### src/pkg/metering_regs_pkg.sv
// Purpose: Shared constants for the low metering register bank.
// Assumes: 6-bit register addresses, byte-wide serial port transfers.
// Notes:   Widths and byte counts follow each register's printed size.
package metering_regs_pkg;

  // ----------------------------------------------------------------
  // Addresses
  // ----------------------------------------------------------------
  localparam int          CMD_ADDR_W      = 6;
  localparam int          CMD_RW_BIT      = 7;
  localparam logic [5:0]  ADDR_SAMPLE     = 6'h01;
  localparam logic [5:0]  ADDR_ACT        = 6'h02;
  localparam logic [5:0]  ADDR_ACT_RC     = 6'h03;
  localparam logic [5:0]  ADDR_ACT_LINE   = 6'h04;
  localparam logic [5:0]  ADDR_APP        = 6'h05;
  localparam logic [5:0]  ADDR_APP_RC     = 6'h06;
  localparam logic [5:0]  ADDR_APP_LINE   = 6'h07;
  localparam logic [5:0]  ADDR_RESERVED   = 6'h08;
  localparam logic [5:0]  ADDR_MODE       = 6'h09;
  localparam logic [5:0]  ADDR_IRQ_EN     = 6'h0a;
  localparam logic [5:0]  ADDR_STATUS     = 6'h0b;
  localparam logic [5:0]  ADDR_STATUS_RC  = 6'h0c;
  localparam logic [5:0]  ADDR_CH1_OFS    = 6'h0d;
  localparam logic [5:0]  ADDR_CH2_OFS    = 6'h0e;
  localparam logic [5:0]  ADDR_GAIN       = 6'h0f;
  localparam logic [5:0]  ADDR_PHASE_CALIBRATION      = 6'h10;
  localparam logic [5:0]  ADDR_ACTIVE_POWER_OFFSET       = 6'h11;

  // ----------------------------------------------------------------
  // Widths, fields and reset values
  // ----------------------------------------------------------------
  localparam int          REG24_W         = 24;
  localparam int          REG16_W         = 16;
  localparam int          OFS_W           = 6;
  localparam int          INTEG_BIT       = 7;
  localparam int          SRC_HI          = 14;
  localparam int          SRC_LO          = 13;
  localparam logic [1:0]  SRC_CH1         = 2'h2;
  localparam logic [1:0]  SRC_CH2         = 2'h3;
  localparam logic [15:0] MODE_RESET      = 16'h000c;
  localparam logic [15:0] IRQ_EN_RESET    = 16'h0040;
  localparam logic [5:0]  PHASE_CALIBRATION_RESET     = 6'h0d;
  localparam logic [1:0]  BYTES_3         = 2'h3;
  localparam logic [1:0]  BYTES_2         = 2'h2;
  localparam logic [1:0]  BYTES_1         = 2'h1;

  typedef enum logic [1:0]
  {
    ST_COMMAND = 2'b00,
    ST_READ    = 2'b01,
    ST_WRITE   = 2'b10
  } port_state_t;

  // Data bytes that follow the command byte for each address
  function automatic logic [1:0] reg_bytes(input logic [5:0] a);
    if (a >= ADDR_SAMPLE && a <= ADDR_APP_LINE)
      return BYTES_3;
    if (a == ADDR_MODE || a == ADDR_IRQ_EN || a == ADDR_STATUS ||
        a == ADDR_STATUS_RC || a == ADDR_ACTIVE_POWER_OFFSET)
      return BYTES_2;
    return BYTES_1;
  endfunction

endpackage

### src/rtl/metering_register_bank_low.sv
// Purpose: Low register bank of an energy meter behind a byte-level serial port.
// Assumes: Port strobes come from serial framing logic on the same clock.
// Notes:   Reads snapshot the register at the command byte.
//
// How it works
// - Sample register holds channel 1, channel 2 or active power per mode bits.
// - Signed 24-bit active energy sum, zero after reset.
// - Active energy copy at 0x03 clears on each completed read.
// - Active power summed over the programmed number of half line cycles.
// - Unsigned 24-bit apparent energy sum, zero after reset.
// - Apparent energy copy at 0x06 clears on each completed read.
// - Apparent power summed over the programmed number of half line cycles.
// - Mode register, 16 bits, resets to 0x000c, readable any time.
// - Enable bits gate events onto the interrupt output; status still records.
// - Read-only 16-bit status register, resets to zero.
// - Status mirror at 0x0c; flags clear after it is read.
// - Channel 1 offset in bits 5:0, bit 6 unused, bit 7 integrator enable.
// - Channel 2 offset bits 5:0 apply inverted; bits 7:6 unused.
// - Amplifier gain select, 8 bits, resets to zero.
// - Signed 16-bit offset subtracted from active power fed to the energy sums; sample register takes it raw.
// - Command byte: MSB write flag, six low bits address.
// - A read captures the whole register at once.
// - Bytes go MSB first, right justified; excess high bits ignored.
`timescale 1ns/1ps
module metering_register_bank_low
  import metering_regs_pkg::*;
(
  input  wire logic        sys_clk_i,
  input  wire logic        nrst_i,
  input  wire logic        cmd_valid_i,
  input  wire logic [7:0]  cmd_byte_i,
  input  wire logic        wr_valid_i,
  input  wire logic [7:0]  wr_byte_i,
  input  wire logic        rd_req_i,
  input  wire logic        abort_i,
  output logic      [7:0]  rd_byte_o,
  output logic             rd_valid_o,
  output logic             xfer_busy_o,
  input  wire logic        sample_valid_i,
  input  wire logic [23:0] ch1_sample_i,
  input  wire logic [23:0] ch2_sample_i,
  input  wire logic [23:0] active_power_i,
  input  wire logic [23:0] apparent_power_i,
  input  wire logic        half_cycle_i,
  input  wire logic [15:0] half_cycle_count_i,
  input  wire logic [15:0] irq_event_i,
  output logic      [15:0] mode_o,
  output logic             integrator_en_o,
  output logic      [5:0]  ch1_offset_o,
  output logic      [5:0]  ch2_offset_o,
  output logic      [7:0]  gain_o,
  output logic      [5:0]  phase_cal_o,
  output logic             irq_o
);

  // ----------------------------------------------------------------
  // Declarations
  // ----------------------------------------------------------------
  port_state_t  state_reg;
  logic [5:0]   addr_reg;
  logic [1:0]   bytes_left_reg;
  logic [23:0]  xfer_reg;
  logic [7:0]   rd_byte_reg;
  logic         rd_valid_reg;
  logic [15:0]  mode_reg;
  logic [15:0]  irq_en_reg;
  logic [15:0]  status_reg;
  logic [15:0]  status_next;
  logic         irq_reg;
  logic [7:0]   ch1_ofs_reg;
  logic [7:0]   ch2_ofs_reg;
  logic [5:0]   ch2_applied_reg;
  logic [7:0]   gain_reg;
  logic [5:0]   phase_calibration_reg;
  logic [15:0]  active_power_offset_reg;
  logic [23:0]  sample_reg;
  logic [23:0]  act_total;
  logic [23:0]  act_rc;
  logic [23:0]  act_line;
  logic [23:0]  app_total;
  logic [23:0]  app_rc;
  logic [23:0]  app_line;
  logic [23:0]  act_power_adj;
  logic [23:0]  read_value;
  logic [23:0]  read_aligned;
  logic [23:0]  wr_value;
  logic [5:0]   cmd_addr;
  logic         cmd_take;
  logic         rd_step;
  logic         wr_step;
  logic         last_byte;
  logic         rd_done;
  logic         wr_commit;

  assign cmd_addr  = cmd_byte_i[CMD_ADDR_W-1:0];
  assign cmd_take  = state_reg == ST_COMMAND && cmd_valid_i && !abort_i;
  assign rd_step   = state_reg == ST_READ && rd_req_i && !abort_i;
  assign wr_step   = state_reg == ST_WRITE && wr_valid_i && !abort_i;
  assign last_byte = bytes_left_reg == BYTES_1;
  assign rd_done   = rd_step && last_byte;
  assign wr_commit = wr_step && last_byte;
  assign wr_value  = {xfer_reg[15:0], wr_byte_i};

  assign rd_byte_o       = rd_byte_reg;
  assign rd_valid_o      = rd_valid_reg;
  assign xfer_busy_o     = state_reg != ST_COMMAND;
  assign mode_o          = mode_reg;
  assign integrator_en_o = ch1_ofs_reg[INTEG_BIT];
  assign ch1_offset_o    = ch1_ofs_reg[OFS_W-1:0];
  assign ch2_offset_o    = ch2_applied_reg;
  assign gain_o          = gain_reg;
  assign phase_cal_o     = phase_calibration_reg;
  assign irq_o           = irq_reg;

  // ----------------------------------------------------------------
  // Read mux and alignment
  // ----------------------------------------------------------------
  // Unmapped and reserved addresses read as zero
  always_comb
  begin
    read_value = '0;
    case (cmd_addr)
      ADDR_SAMPLE:    read_value = sample_reg;
      ADDR_ACT:       read_value = act_total;
      ADDR_ACT_RC:    read_value = act_rc;
      ADDR_ACT_LINE:  read_value = act_line;
      ADDR_APP:       read_value = app_total;
      ADDR_APP_RC:    read_value = app_rc;
      ADDR_APP_LINE:  read_value = app_line;
      ADDR_MODE:      read_value = {8'h00, mode_reg};
      ADDR_IRQ_EN:    read_value = {8'h00, irq_en_reg};
      ADDR_STATUS:    read_value = {8'h00, status_reg};
      ADDR_STATUS_RC: read_value = {8'h00, status_reg};
      ADDR_CH1_OFS:   read_value = {16'h0000, ch1_ofs_reg};
      ADDR_CH2_OFS:   read_value = {16'h0000, ch2_ofs_reg};
      ADDR_GAIN:      read_value = {16'h0000, gain_reg};
      ADDR_PHASE_CALIBRATION:     read_value = {18'h00000, phase_calibration_reg};
      ADDR_ACTIVE_POWER_OFFSET:      read_value = {8'h00, active_power_offset_reg};
      default:        read_value = '0;
    endcase
  end

  always_comb
  begin
    read_aligned = read_value;
    case (reg_bytes(cmd_addr))
      BYTES_2: read_aligned = {read_value[15:0], 8'h00};
      BYTES_1: read_aligned = {read_value[7:0], 16'h0000};
      default: read_aligned = read_value;
    endcase
  end

  // ----------------------------------------------------------------
  // Serial port byte sequencer
  // ----------------------------------------------------------------
  always_ff @(posedge sys_clk_i or negedge nrst_i)
  begin
    if (!nrst_i)
    begin
      state_reg      <= ST_COMMAND;
      addr_reg       <= '0;
      bytes_left_reg <= '0;
      xfer_reg       <= '0;
    end
    else if (abort_i)
    begin
      state_reg      <= ST_COMMAND;
      bytes_left_reg <= '0;
    end
    else
    begin
      unique case (state_reg)
        ST_COMMAND:
          if (cmd_valid_i)
          begin
            addr_reg       <= cmd_addr;
            bytes_left_reg <= reg_bytes(cmd_addr);
            if (cmd_byte_i[CMD_RW_BIT])
            begin
              state_reg <= ST_WRITE;
              xfer_reg  <= '0;
            end
            else
            begin
              state_reg <= ST_READ;
              xfer_reg  <= read_aligned;
            end
          end
        ST_READ:
          if (rd_req_i)
          begin
            xfer_reg       <= {xfer_reg[15:0], 8'h00};
            bytes_left_reg <= bytes_left_reg - BYTES_1;
            if (last_byte)
              state_reg <= ST_COMMAND;
          end
        ST_WRITE:
          if (wr_valid_i)
          begin
            xfer_reg       <= wr_value;
            bytes_left_reg <= bytes_left_reg - BYTES_1;
            if (last_byte)
              state_reg <= ST_COMMAND;
          end
        default:
          state_reg <= ST_COMMAND;
      endcase
    end
  end

  always_ff @(posedge sys_clk_i or negedge nrst_i)
  begin
    if (!nrst_i)
    begin
      rd_byte_reg  <= '0;
      rd_valid_reg <= 1'b0;
    end
    else
    begin
      rd_valid_reg <= rd_step;
      if (rd_step)
        rd_byte_reg <= xfer_reg[23:16];
    end
  end

  // ----------------------------------------------------------------
  // Writable registers
  // ----------------------------------------------------------------
  // Read-only and reserved addresses fall through untouched
  always_ff @(posedge sys_clk_i or negedge nrst_i)
  begin
    if (!nrst_i)
    begin
      mode_reg        <= MODE_RESET;
      irq_en_reg      <= IRQ_EN_RESET;
      ch1_ofs_reg     <= '0;
      ch2_ofs_reg     <= '0;
      ch2_applied_reg <= '0;
      gain_reg        <= '0;
      phase_calibration_reg       <= PHASE_CALIBRATION_RESET;
      active_power_offset_reg        <= '0;
    end
    else if (wr_commit)
    begin
      case (addr_reg)
        ADDR_MODE:    mode_reg   <= wr_value[15:0];
        ADDR_IRQ_EN:  irq_en_reg <= wr_value[15:0];
        ADDR_CH1_OFS: ch1_ofs_reg <= {wr_value[INTEG_BIT], 1'b0, wr_value[OFS_W-1:0]};
        ADDR_CH2_OFS:
        begin
          ch2_ofs_reg     <= {2'b00, wr_value[OFS_W-1:0]};
          ch2_applied_reg <= 6'h00 - wr_value[OFS_W-1:0];
        end
        ADDR_GAIN:    gain_reg  <= wr_value[7:0];
        ADDR_PHASE_CALIBRATION:   phase_calibration_reg <= wr_value[OFS_W-1:0];
        ADDR_ACTIVE_POWER_OFFSET:    active_power_offset_reg  <= wr_value[15:0];
        default:      ;
      endcase
    end
  end

  // ----------------------------------------------------------------
  // Sample capture and energy datapath
  // ----------------------------------------------------------------
  always_ff @(posedge sys_clk_i or negedge nrst_i)
  begin
    if (!nrst_i)
      sample_reg <= '0;
    else if (sample_valid_i)
    begin
      case (mode_reg[SRC_HI:SRC_LO])
        SRC_CH1: sample_reg <= ch1_sample_i;
        SRC_CH2: sample_reg <= ch2_sample_i;
        default: sample_reg <= active_power_i;
      endcase
    end
  end

  assign act_power_adj = active_power_i - {{8{active_power_offset_reg[15]}}, active_power_offset_reg};

  energy_accumulator #(.ACC_W(REG24_W), .CNT_W(REG16_W)) u_active
  (
    .sys_clk_i          (sys_clk_i),
    .nrst_i             (nrst_i),
    .add_i              (sample_valid_i),
    .power_i            (act_power_adj),
    .clear_i            (rd_done && addr_reg == ADDR_ACT_RC),
    .half_cycle_i       (half_cycle_i),
    .half_cycle_count_i (half_cycle_count_i),
    .total_o            (act_total),
    .read_clear_o       (act_rc),
    .line_o             (act_line)
  );

  energy_accumulator #(.ACC_W(REG24_W), .CNT_W(REG16_W)) u_apparent
  (
    .sys_clk_i          (sys_clk_i),
    .nrst_i             (nrst_i),
    .add_i              (sample_valid_i),
    .power_i            (apparent_power_i),
    .clear_i            (rd_done && addr_reg == ADDR_APP_RC),
    .half_cycle_i       (half_cycle_i),
    .half_cycle_count_i (half_cycle_count_i),
    .total_o            (app_total),
    .read_clear_o       (app_rc),
    .line_o             (app_line)
  );

  // ----------------------------------------------------------------
  // Interrupt status and request
  // ----------------------------------------------------------------
  // New events beat the clear so none is lost
  assign status_next = ((rd_done && addr_reg == ADDR_STATUS_RC) ? 16'h0000 : status_reg)
                       | irq_event_i;

  always_ff @(posedge sys_clk_i or negedge nrst_i)
  begin
    if (!nrst_i)
    begin
      status_reg <= '0;
      irq_reg    <= 1'b0;
    end
    else
    begin
      status_reg <= status_next;
      irq_reg    <= |(status_next & irq_en_reg);
    end
  end
endmodule

### src/rtl/energy_accumulator.sv
// Purpose: Energy accumulator with read-clear copy and line-cycle window.
// Assumes: Power samples are already at accumulator width; sums wrap.
// Notes:   A sample that lands on a clear is kept in the fresh sum.
`timescale 1ns/1ps
module energy_accumulator
  import metering_regs_pkg::*;
#(
  parameter int ACC_W = REG24_W,
  parameter int CNT_W = REG16_W
)
(
  input  wire logic             sys_clk_i,
  input  wire logic             nrst_i,
  input  wire logic             add_i,
  input  wire logic [ACC_W-1:0] power_i,
  input  wire logic             clear_i,
  input  wire logic             half_cycle_i,
  input  wire logic [CNT_W-1:0] half_cycle_count_i,
  output logic      [ACC_W-1:0] total_o,
  output logic      [ACC_W-1:0] read_clear_o,
  output logic      [ACC_W-1:0] line_o
);

  if (ACC_W < 8 || CNT_W < 1)
  begin : g_chk
    $error("energy_accumulator: unsupported widths");
  end

  logic [ACC_W-1:0] inc;
  logic [ACC_W-1:0] total_reg;
  logic [ACC_W-1:0] rc_reg;
  logic [ACC_W-1:0] line_reg;
  logic [ACC_W-1:0] line_sum_reg;
  logic [CNT_W-1:0] hc_cnt_reg;
  logic [CNT_W:0]   hc_plus;

  assign inc          = add_i ? power_i : '0;
  assign hc_plus      = {1'b0, hc_cnt_reg} + (CNT_W+1)'(1);
  assign total_o      = total_reg;
  assign read_clear_o = rc_reg;
  assign line_o       = line_reg;

  // ----------------------------------------------------------------
  // Running and read-clear sums
  // ----------------------------------------------------------------
  always_ff @(posedge sys_clk_i or negedge nrst_i)
  begin
    if (!nrst_i)
      total_reg <= '0;
    else
      total_reg <= total_reg + inc;
  end

  always_ff @(posedge sys_clk_i or negedge nrst_i)
  begin
    if (!nrst_i)
      rc_reg <= '0;
    else if (clear_i)
      rc_reg <= inc;
    else
      rc_reg <= rc_reg + inc;
  end

  // ----------------------------------------------------------------
  // Line-cycle window
  // ----------------------------------------------------------------
  // A zero count behaves as one, so the window never stalls
  always_ff @(posedge sys_clk_i or negedge nrst_i)
  begin
    if (!nrst_i)
    begin
      line_reg     <= '0;
      line_sum_reg <= '0;
      hc_cnt_reg   <= '0;
    end
    else if (half_cycle_i && hc_plus >= {1'b0, half_cycle_count_i})
    begin
      line_reg     <= line_sum_reg + inc;
      line_sum_reg <= '0;
      hc_cnt_reg   <= '0;
    end
    else
    begin
      line_sum_reg <= line_sum_reg + inc;
      if (half_cycle_i)
        hc_cnt_reg <= hc_plus[CNT_W-1:0];
    end
  end
endmodule

### config.mk
export PLATFORM = sky130hd
export DESIGN_NAME = metering_register_bank_low
export DESIGN_NICKNAME = d
export VERILOG_FILES = /design/src/pkg/metering_regs_pkg.sv /design/src/rtl/metering_register_bank_low.sv /design/src/rtl/energy_accumulator.sv
export SDC_FILE = /design/constraint.sdc
export NUM_CORES = 1
export LEC_CHECK = 0
export BUFFER_PORTS_ARGS = -buffer_cell sky130_fd_sc_hd__buf_2
export CORE_ASPECT_RATIO = 1.4
export CORE_UTILIZATION = 56
export DETAILED_ROUTE_END_ITERATION = 16
export PLACE_DENSITY = 0.75
export SLEW_MARGIN = 20
export SYNTH_ARGS = -nofsm -noshare
export SYNTH_HDL_FRONTEND = slang
export SYNTH_SLANG_ARGS = --single-unit
export TNS_END_PERCENT = 30
### constraint.sdc
create_clock -name sys_clk_i -period 5 [get_ports sys_clk_i]
set_input_delay 0 -clock sys_clk_i [delete_from_list [all_inputs] [get_ports sys_clk_i]]
set_output_delay 0 -clock sys_clk_i [all_outputs]
set_load 0.02 [all_outputs]
# After elaboration in Yosys (flattened, before gate mapping)

Cells that the tools add are included.

Input bits: 152
Register bits after elaboration: 389
Word-level logic and storage cells: 167

Reductions and logical operators: 36
$lt $le $gt $ge: 4
Mux-type cells: 47
Bitwise logic cells: 3
$add $sub $neg: 11
Eq/ne operators: 39

Operators by type and width:

| cell                                                                   | number |
|---|---|
| 24-bit one-hot mux with 15 select lines                                | 1 |
| 24-bit 2-to-1 mux                                                      | 10 |
| 24-bit adder                                                           | 6 |
| 24-bit one-hot mux with 2 select lines                                 | 2 |
| 16-bit 2-to-1 mux                                                      | 5 |
| 6-bit by 4-bit equality test with 1-bit output (second input constant) | 13 |
| 24-bit one-hot mux with 3 select lines                                 | 1 |
| 16-bit by 1-bit adder with 17-bit output (second input constant)       | 2 |
| 17-bit by 16-bit greater-or-equal comparator with 1-bit output         | 2 |
| 2-bit 2-to-1 mux                                                       | 16 |
| 6-bit by 3-bit equality test with 1-bit output (second input constant) | 5 |
| 6-bit by 5-bit equality test with 1-bit output (second input constant) | 4 |
| 24-bit subtractor                                                      | 1 |
| 6-bit by 2-bit equality test with 1-bit output (second input constant) | 3 |
| 16-bit bitwise AND                                                     | 1 |
| 16-bit OR                                                              | 1 |
| 16-bit OR reduction                                                    | 1 |
| 2-bit AND reduction                                                    | 7 |
| 1-bit logical AND                                                      | 12 |
| 2-bit one-hot mux with 3 select lines                                  | 2 |
| 1-bit 2-to-1 mux                                                       | 10 |
| 3-bit inequality test (second input constant)                          | 3 |
| 2-bit equality test (second input constant)                            | 4 |
| 2-bit by 1-bit equality test with 1-bit output (second input constant) | 3 |
| 17 further kinds                                                       | 25 |

# Depth between registers and ports, before layout

Gate-level depths: netlist (run 1).

Depth after elaboration: 15
Depth in mapped cells: 22
Gate-level depth less buffers: 22

# Modules after synthesis

Synthesis (run 1) repeated with hierarchy kept, for this count alone.

Cell total of the unflattened synthesis: 2,844
Area total of the unflattened synthesis: 26,250.2 um2

Modules (own cells, without submodules):

| module                          | cells each | times used | area an instance (um2) | seq. area each (um2) |
|---|---|---|---|---|
| metering_register_bank_low      | 996        | 1          | 9,968.3                | 4,111.4 |
| energy_accumulator (u_active)   | 932        | 1          | 8,167.8                | 2,802.7 |
| energy_accumulator (u_apparent) | 916        | 1          | 8,114.0                | 2,802.7 |

# Least setup slack after synthesis (run 1)

OpenSTA, ideal clock, no wires.

Kind: register -> register
Start point: register active_power_offset_reg[0]
End point: register u_active.line_reg[23], in the netlist u_active.line_o[23]
Data arrival time: 4.108 ns
Stages on the path, launching flop included: 22
Slack: 0.770 ns
Buffers on the path: 0
Cell sequence: dfrtp_1 ha_1 fa_1 nor2b_1 o31ai_1 a21o_1 a211o_1 nor2b_1 o21bai_1 a31oi_1 xor2_1 nor2_1 ha_1 a21o_1 a21o_1 a21oi_1 o21ai_0 a21o_1 a221oi_1 xnor2_1 xnor2_1 o21ai_1

Longest elaborated chain between the ends: 3

RTL lines:

| element                | line                              | source |
|---|---|---|
| from (decl)            | metering_register_bank_low.sv:75  | `logic [15:0] active_power_offset_reg;` |
| from (signal assigned) | metering_register_bank_low.sv:256 | `ADDR_ACTIVE_POWER_OFFSET: active_power_offset_reg <= wr_value[15:0];` |
| 24-bit subtractor      | metering_register_bank_low.sv:279 | `assign act_power_adj = active_power_i - {{8{active_power_offset_reg[15]}}, active_power_offset_reg};` |
| 24-bit 2-to-1 mux      | energy_accumulator.sv:37          | `assign inc = add_i ? power_i : '0;` |
| 24-bit adder           | energy_accumulator.sv:78          | `line_reg <= line_sum_reg + inc;` |
| to (signal assigned)   | energy_accumulator.sv:78          |  |
| to (decl)              | energy_accumulator.sv:32          | `logic [ACC_W-1:0] line_reg;` |

Every way passes these cells.
A chain may end at the register's enable or synchronous reset.

# Worst setup path in the final report (run 1)

Ends and elaborated chain as after synthesis.

==> impl_metrics.tcl, run 1 <==
set metrics [dict create \
    status "finished clean" \
    synthFlopType "dfrtp_1" \
    skew_ns 0.02198 \
    cpPeakStageDelay_ns 0.40 \
    critPathMaxFanout 5 \
    register_area_um2 9717 \
    die_h_um 253.2 \
    ir_drop_uv 389.6 \
    async_flop_share_pct 100.0 \
    htree_levels 2 \
    rrSetupSlack_ns 0.31 \
    grt_pass1_wl_um 126700 \
    slew_headroom_pct 27.50 \
    dr_total_vias 22920 \
    initial_core_util_pct 57.00 \
    reg2reg_depth 21 \
    place_inst 3408 \
    dieArea_um2 45950 \
    power.density_nw_per_um2 477.9 \
    viasPerCell 6.386 \
    syn_nets 3079 \
    grt_pass1_vias 22910 \
    wl_per_cell_um 22.77 \
    grt_setup_unrepaired "true" \
    rows 91 \
    rr_endpoint "u_active.line_o[23]$_DFFE_PN0P_" \
    drtPass1Iterations 10 \
    ant_nets 0 \
    chipWidth_um 181.5 \
    synth_edf_count 0 \
    cts_tree "done" \
    antenna_found_initial 2 \
    core_area_um2 44290 \
    root_buffer "clkbuf_16" \
    post-dp-hpwl_um 60500 \
    rr_startpoint "active_power_offset_reg[0]$_DFFE_PN0P_" \
    fmax_ghz 0.2132 \
    io_pins 206 \
    ys_seq_elements 388 \
    hold_viol 0 \
    cp.arrival_ns 5.12 \
    required_ns 5.43 \
    drc 0 \
    ys_seq_area_share_pct 38.49 \
    grt_max_degree 125 \
    path_class "register to register" \
    multiInputGateArea_um2 14700 \
    drtIter0Drc 2079 \
    clk_pin_slew_worst_paths_ns 0.07 \
    clk_path_buf_depth 3 \
    setup_viol 0 \
    synth_cell_types 85 \
    crit_top_cell "a21o_1" \
    synth_area_um2 25250 \
    worst_pin_slew_ns 1.084 \
    io_buffers 204 \
    overflow 0 \
    hold_path_class "input pin to register" \
    final_max_slew_viol_count 0 \
    fin_crit_sh_pct 93.81 \
    ys.warnings.count 0 \
    numCtsBuffers 42 \
    min_from "ch2_sample_i[11]" \
    area_delta_synth_final_pct 16.08 \
    stdcell_count 3589 \
    leakage_nw 13.91 \
    period_needed_ns 4.690 \
    nets 3358 \
    p_total_mw 14.01 \
    avgSynthCellArea_um2 9.286 \
    clk_latency_ns 0.57 \
    cts_num_sinks 388 \
    drt_wl_total_um 81730 \
    gp_congestion 0.9890 \
    holdPathEnd "sample_reg[11]$_DFFE_PN0P_" \
    worstSetupStartpointType "register" \
    cpMaxStageDelayCell "dfrtp_1" \
    cp_cell_sequence "ha_1, fa_1, nor2b_1, o31ai_1, a21o_1, a211o_1, nor2b_1, o21bai_1, a31oi_1, xor2_1, nor2_2, ha_1, a21o_1, a21o_1, a21oi_1, o21ai_0, a21o_1, a221oi_1, xnor2_1, xnor2_1, o21ai_1" \
    endpoint_kind "register" \
    syn_inst 2719 \
    drive_gt1_share_pct 14.03 \
    drv_cap 0 \
    whs_path_depth 4 \
    grt_usage_pct 35.70 \
    setup_tns_ns 0 \
    fillers 3495 \
]
[stage by stage]
stage	instance area, µm²	utilization, %	hold WS [ns]	worst slack, ns
after global placement	26830	60.58	0.08687	0.3673
after floorplan	25250	-	-0.2956	0.7701
final	29310	66.17	0.009053	0.3095
after CTS	29280	66.11	0.004989	0.2878
after global routing	29310	66.17	0.04963	-0.02290
after detailed placement	26830	60.58	0.08708	0.3178
[how the worst max path moves through the flow]
stage | end | from | slack, ns
6_report | u_active.line_o[23]$_DFFE_PN0P_ | active_power_offset_reg[0]$_DFFE_PN0P_ | 0.31
5_1_grt | u_active.line_o[23]$_DFFE_PN0P_ | active_power_offset_reg[0]$_DFFE_PN0P_ | -0.02
4_1_cts | u_active.read_clear_o[23]$_DFF_PN0_ | active_power_offset_reg[0]$_DFFE_PN0P_ | 0.29
3_5_place_dp | u_active.read_clear_o[23]$_DFF_PN0_ | active_power_offset_reg[0]$_DFFE_PN0P_ | 0.32
3_3_place_gp | u_active.line_o[23]$_DFFE_PN0P_ | active_power_offset_reg[0]$_DFFE_PN0P_ | 0.37
2_1_floorplan | u_active.line_o[23]$_DFFE_PN0P_ | active_power_offset_reg[0]$_DFFE_PN0P_ | 0.77
[final cells by class]
| cell class | count | area share (%) |
|---|---|---|
| diodes | 1 | 0.008538 |
| clock buffers | 58 | 3.996 |
| clock inverters | 18 | 0.8026 |
| inverters | 104 | 1.332 |
| multi-input cells | 2115 | 50.17 |
| flip-flops and latches | 388 | 33.15 |
| well taps | 558 | 2.382 |
| repair buffers | 347 | 8.154 |
[timing repair]
action | CTS | global route
gates resized for setup | 0 | 6
hold endpoints to repair | 251 | 0
endpoints found under the setup margin | 0 | 4
hold buffers | 104 | 0
setup buffers | 0 | 0
[critical path: cells and delay by family (launching register included)]
kind	cells	cell delay, ns
xor gates and xnor gates	3	0.59
AOI/OAI and AO/OA	12	2.13
adders and majority gates	3	0.98
and+or+nand+nor	3	0.44
DFF	1	0.40
[cells by family after synthesis]
group	share of synthesized area (%)
AOI/OAI and AO/OA	22.24
xor gates and xnor gates	5.758
adders and majority gates	10.52
buffers and inverters	3.499
DFF	38.49
muxes	4.624
and+or+nand+nor	14.88
[where the power goes]
| part | switching [mW] | total (mW) | internal (mW) |
|---|---|---|---|
| sequential | 0.828 | 4.98 | 4.15 |
| clock | 1.37 | 3.23 | 1.86 |
| combinational | 3.31 | 5.80 | 2.49 |
[metal layers]
layer | global-route usage [%] | up-vias | wire [µm] | part of all wire (%)
li1 | - | 10470 | - | -
met1 | 41.87 | 11110 | 31250 | 38
met2 | 61.37 | 1058 | 39200 | 48
met3 | 6.127 | 281 | 5969 | 7.3
met4 | 21.02 | 0 | 5318 | 6.5
met5 | 0 | - | 0 | 0
[cells in the final DEF (no fill, tap or decap), types with 9 or more instances in the layout]
master,count
a211oi_1,42
a21o_1,114
a21oi_1,160
a221oi_1,17
a222oi_1,31
a22o_1,17
a22oi_1,65
a31oi_1,22
a32oi_1,10
and2_1,39
and3_1,36
buf_2,203
buf_4,37
clkbuf_1,10
clkbuf_16,42
dfrtp_1,382
dlygate4sd3_1,104
ha_1,201
inv_1,102
mux2_2,69
mux2i_1,30
nand2_1,273
nand2b_1,33
nand3_1,71
nand3b_1,10
nand4_1,22
nor2_1,216
nor2b_1,22
nor3_1,25
o211ai_1,15
o21a_1,23
o21ai_0,182
o21ai_1,14
o21bai_1,24
o2bb2ai_1,21
o31ai_1,13
or3_1,9
xnor2_1,94
xor2_1,72
[cells in the mapped netlist, drive strengths merged, types with 42 or more instances]
master	number	area share, %
dfrtp	382	38
clkbuf	73	1.1
nand3	71	1.4
a21oi	161	3.2
a211oi	42	1.2
xor2	72	2.5
o21ai	197	3.9
nor2	223	3.4
xnor2	94	3.3
a22oi	65	1.9
inv	104	1.5
mux2	69	3.1
ha	201	10
a21o	114	3.4
nand2	274	4.1
(Power assumes the default switching activity.)
==> run 2: changes to the inputs <==
CELL_PAD_IN_SITES_DETAIL_PLACEMENT = 0   (was unset)
CELL_PAD_IN_SITES_GLOBAL_PLACEMENT = 1   (was unset)
CORE_UTILIZATION = 47   (was 56)
PLACE_DENSITY = unset   (was 0.75)
PLACE_DENSITY_LB_ADDON = 0.1   (was unset)
==> run 2 against run 1 <==
Against the previous run:
- wire length increased by 2.5%
- register-to-register slack worse by 0.02 ns
- cell area up 1.6%
- non-clock buffer count grew 9
- clock power grew 9.9%
- worst hold slack gained 0.010 ns
- first-iteration DRC count down 20%
- clock skew grew 0.0039 ns
- cell count up 4.7%
- combinational power shrank 1%
- critical endpoint unchanged
- largest cell class unchanged
- largest power group unchanged
==> impl_metrics.tcl, run 2 (synthesized netlist as in run 1, its figures left out) <==
set metrics [dict create \
    hold_path_class "input pin to register" \
    fin_util_pct 55.98 \
    root_buffer "clkbuf_16" \
    drtIter0Drc 1670 \
    cts_num_sinks 388 \
    worst_pin_slew_ns 1.134 \
    worstSetupStartpointType "register" \
    hold_viol 0 \
    power.density_nw_per_um2 480.3 \
    grt_setup_unrepaired "true" \
    critPathMaxFanout 5 \
    overflow 0 \
    chipWidth_um 197.9 \
    drive_gt1_share_pct 14.14 \
    cpLargestDelayFamily "compound AO/OA/AOI/OAI gates" \
    fmax_ghz 0.2125 \
    post-dp-hpwl_um 63900 \
    final_max_slew_viol_count 0 \
    cts_tree "done" \
    rows 100 \
    reg2reg_depth 21 \
    holdPathEnd "sample_reg[8]$_DFFE_PN0P_" \
    p_seq_share_pct 35.0 \
    leakage_nw 14.06 \
    whs_path_depth 4 \
    grt_pass1_wl_um 128900 \
    drt_wl_total_um 83740 \
    skew_ns 0.02593 \
    clk_pin_slew_worst_paths_ns 0.07 \
    dr.max_layer_used "met4" \
    io_pins 206 \
    grt_pass1_vias 22420 \
    critPathBufInv 0 \
    slew_headroom_pct 24.16 \
    cp.arrival_ns 5.16 \
    path_class "register to register" \
    dr_wl_met2_um 41070 \
    endpoint_kind "register" \
    period_needed_ns 4.707 \
    numCtsBuffers 43 \
    wl_per_cell_um 22.29 \
    dr_wl_met3_um 4052 \
    dieArea_um2 54660 \
    min_from "ch1_sample_i[8]" \
    drtPass1Iterations 7 \
    antenna_found_initial 1 \
    cellInternalPower_mw 8.792 \
    p_clk_share_pct 24.8 \
    final_common_cell "dfrtp_1" \
    die_h_um 276.2 \
    power_switching_mw 5.503 \
    ir_drop_uv 311.6 \
    cp_cell_sequence "ha_1, fa_1, nor2b_2, o31ai_1, a21o_1, a211o_1, nor2b_1, o21bai_1, a31oi_1, xor2_1, nor2_1, ha_1, a21o_1, a21o_1, a21oi_1, o21ai_0, a21o_1, a221oi_1, xnor2_1, xnor2_1, o21ai_1" \
    grt_usage_pct 30.84 \
    p_comb_share_pct 40.2 \
    cpPeakStageDelay_ns 0.41 \
    final_cell_mix "dfrtp_1 (382), nand2_1 (273), nor2_1 (216)" \
    rr_startpoint "active_power_offset_reg[0]$_DFFE_PN0P_" \
    ant_nets 0 \
    clk_latency_ns 0.59 \
    swShare_pct 38.50 \
    core_area_um2 53180 \
    required_ns 5.46 \
    crit_top_cell "a21o_1" \
    area_delta_synth_final_pct 17.89 \
    met1_length_um 34530 \
    p_total_mw 14.30 \
    drc 0 \
    rrSetupSlack_ns 0.29 \
    gp_congestion 0.9637 \
    drv_cap 0 \
    initial_core_util_pct 47.48 \
    htree_levels 2 \
    setup_viol 0 \
    status "finished clean" \
    grt_max_degree 117 \
    rr_endpoint "u_active.line_o[23]$_DFFE_PN0P_" \
    fin_crit_sh_pct 94.14 \
    io_buffers 204 \
    dr_total_vias 22190 \
    viasPerCell 5.909 \
    whs_ns 0.01920 \
    clk_path_buf_depth 3 \
    setup_tns_ns 0 \
    cts_setup_buffers 0 \
    nets 3368 \
    cpMaxStageDelayCell "dfrtp_1" \
]
==> run 2: cell types whose count changed in the layout (fill, tap and decap cells not counted), moves of 2 or more <==
cell           change
buf_4              -2
bufinv_16          +3
clkbuf_1           -2
clkbuf_16          +3
clkbuf_8           +3
clkinvlp_4         -5
dlygate4sd3_1     +10
==> run 2: metrics by stage <==
step / setup slack (ns) / cells / instance area (µm²)
floorplan: 0.7701 / 2719 / 25250
global placement: 0.3092 / 3563 / 27040
detailed placement: 0.1724 / 3563 / 27040
CTS: 0.1197 / 3755 / 29740
global route: -0.07153 / 3756 / 29770
finish: 0.2931 / 3756 / 29770
==> run 2: what timing repair did <==
| action | CTS | global route |
|---|---|---|
| endpoints found under the hold margin | 278 | 0 |
| setup endpoints to repair | 0 | 7 |
| resized for setup | 0 | 6 |
| hold buffers | 114 | 0 |
==> run 2: how the worst max path moves through the flow <==
| stage | startpoint | to | slack [ns] | cells after the start |
|---|---|---|---|---|
| 2_1_floorplan | active_power_offset_reg[0]$_DFFE_PN0P_ | u_active.line_o[23]$_DFFE_PN0P_ | 0.77 | 21 |
| 3_5_place_dp | active_power_offset_reg[0]$_DFFE_PN0P_ | u_active.total_o[23]$_DFF_PN0_ | 0.17 | 18 |
| 6_report | active_power_offset_reg[0]$_DFFE_PN0P_ | u_active.line_o[23]$_DFFE_PN0P_ | 0.29 | 21 |
| 5_1_grt | active_power_offset_reg[0]$_DFFE_PN0P_ | u_active.line_o[23]$_DFFE_PN0P_ | -0.07 | 21 |
| 4_1_cts | active_power_offset_reg[0]$_DFFE_PN0P_ | u_active.total_o[23]$_DFF_PN0_ | 0.12 | 18 |
| 3_3_place_gp | active_power_offset_reg[0]$_DFFE_PN0P_ | u_active.total_o[23]$_DFF_PN0_ | 0.31 | 18 |
==> run 2: worst reg2reg max path: cells and delay by family, from the launching register on <==
kind	cells	cell delay, ns
adder cells (fa/ha/maj)	3	1.01
XOR/XNOR	3	0.63
flip-flops	1	0.41
AO/OA/AOI/OAI	12	2.05
AND/OR/NAND/NOR	3	0.46
==> run 2: final cells by class <==
class | count | area (µm²)
flip-flops and latches | 388 | 9717
multi-input cells | 2115 | 14710
clock inverters | 16 | 274.0
fillers | 4816 | 23410
repair buffers | 356 | 2495
inverters | 104 | 390.4
well taps | 714 | 893.4
diodes | 1 | 2.502
clock buffers | 62 | 1280
==> run 2: power by group through the flow <==
| stage | logic, mW | clock network [mW] | registers, mW |
|---|---|---|---|
| floorplan | 4.38 | 0 | 4.65 |
| global placement | 5.47 | 0 | 5.03 |
| detailed placement | 5.61 | 0 | 5.05 |
| CTS | 5.72 | 3.62 | 5.00 |
| global route | 6.48 | 3.71 | 5.09 |
| finish | 5.74 | 3.55 | 5.01 |
==> run 2: routing by layer <==
layer  vias to the layer above  global-route usage [%]
li1                      10510                       -
met2                       685                   53.23
met4                         0                   14.13
met1                     10820                   38.47
met5                         -                       0
met3                       187                   3.269
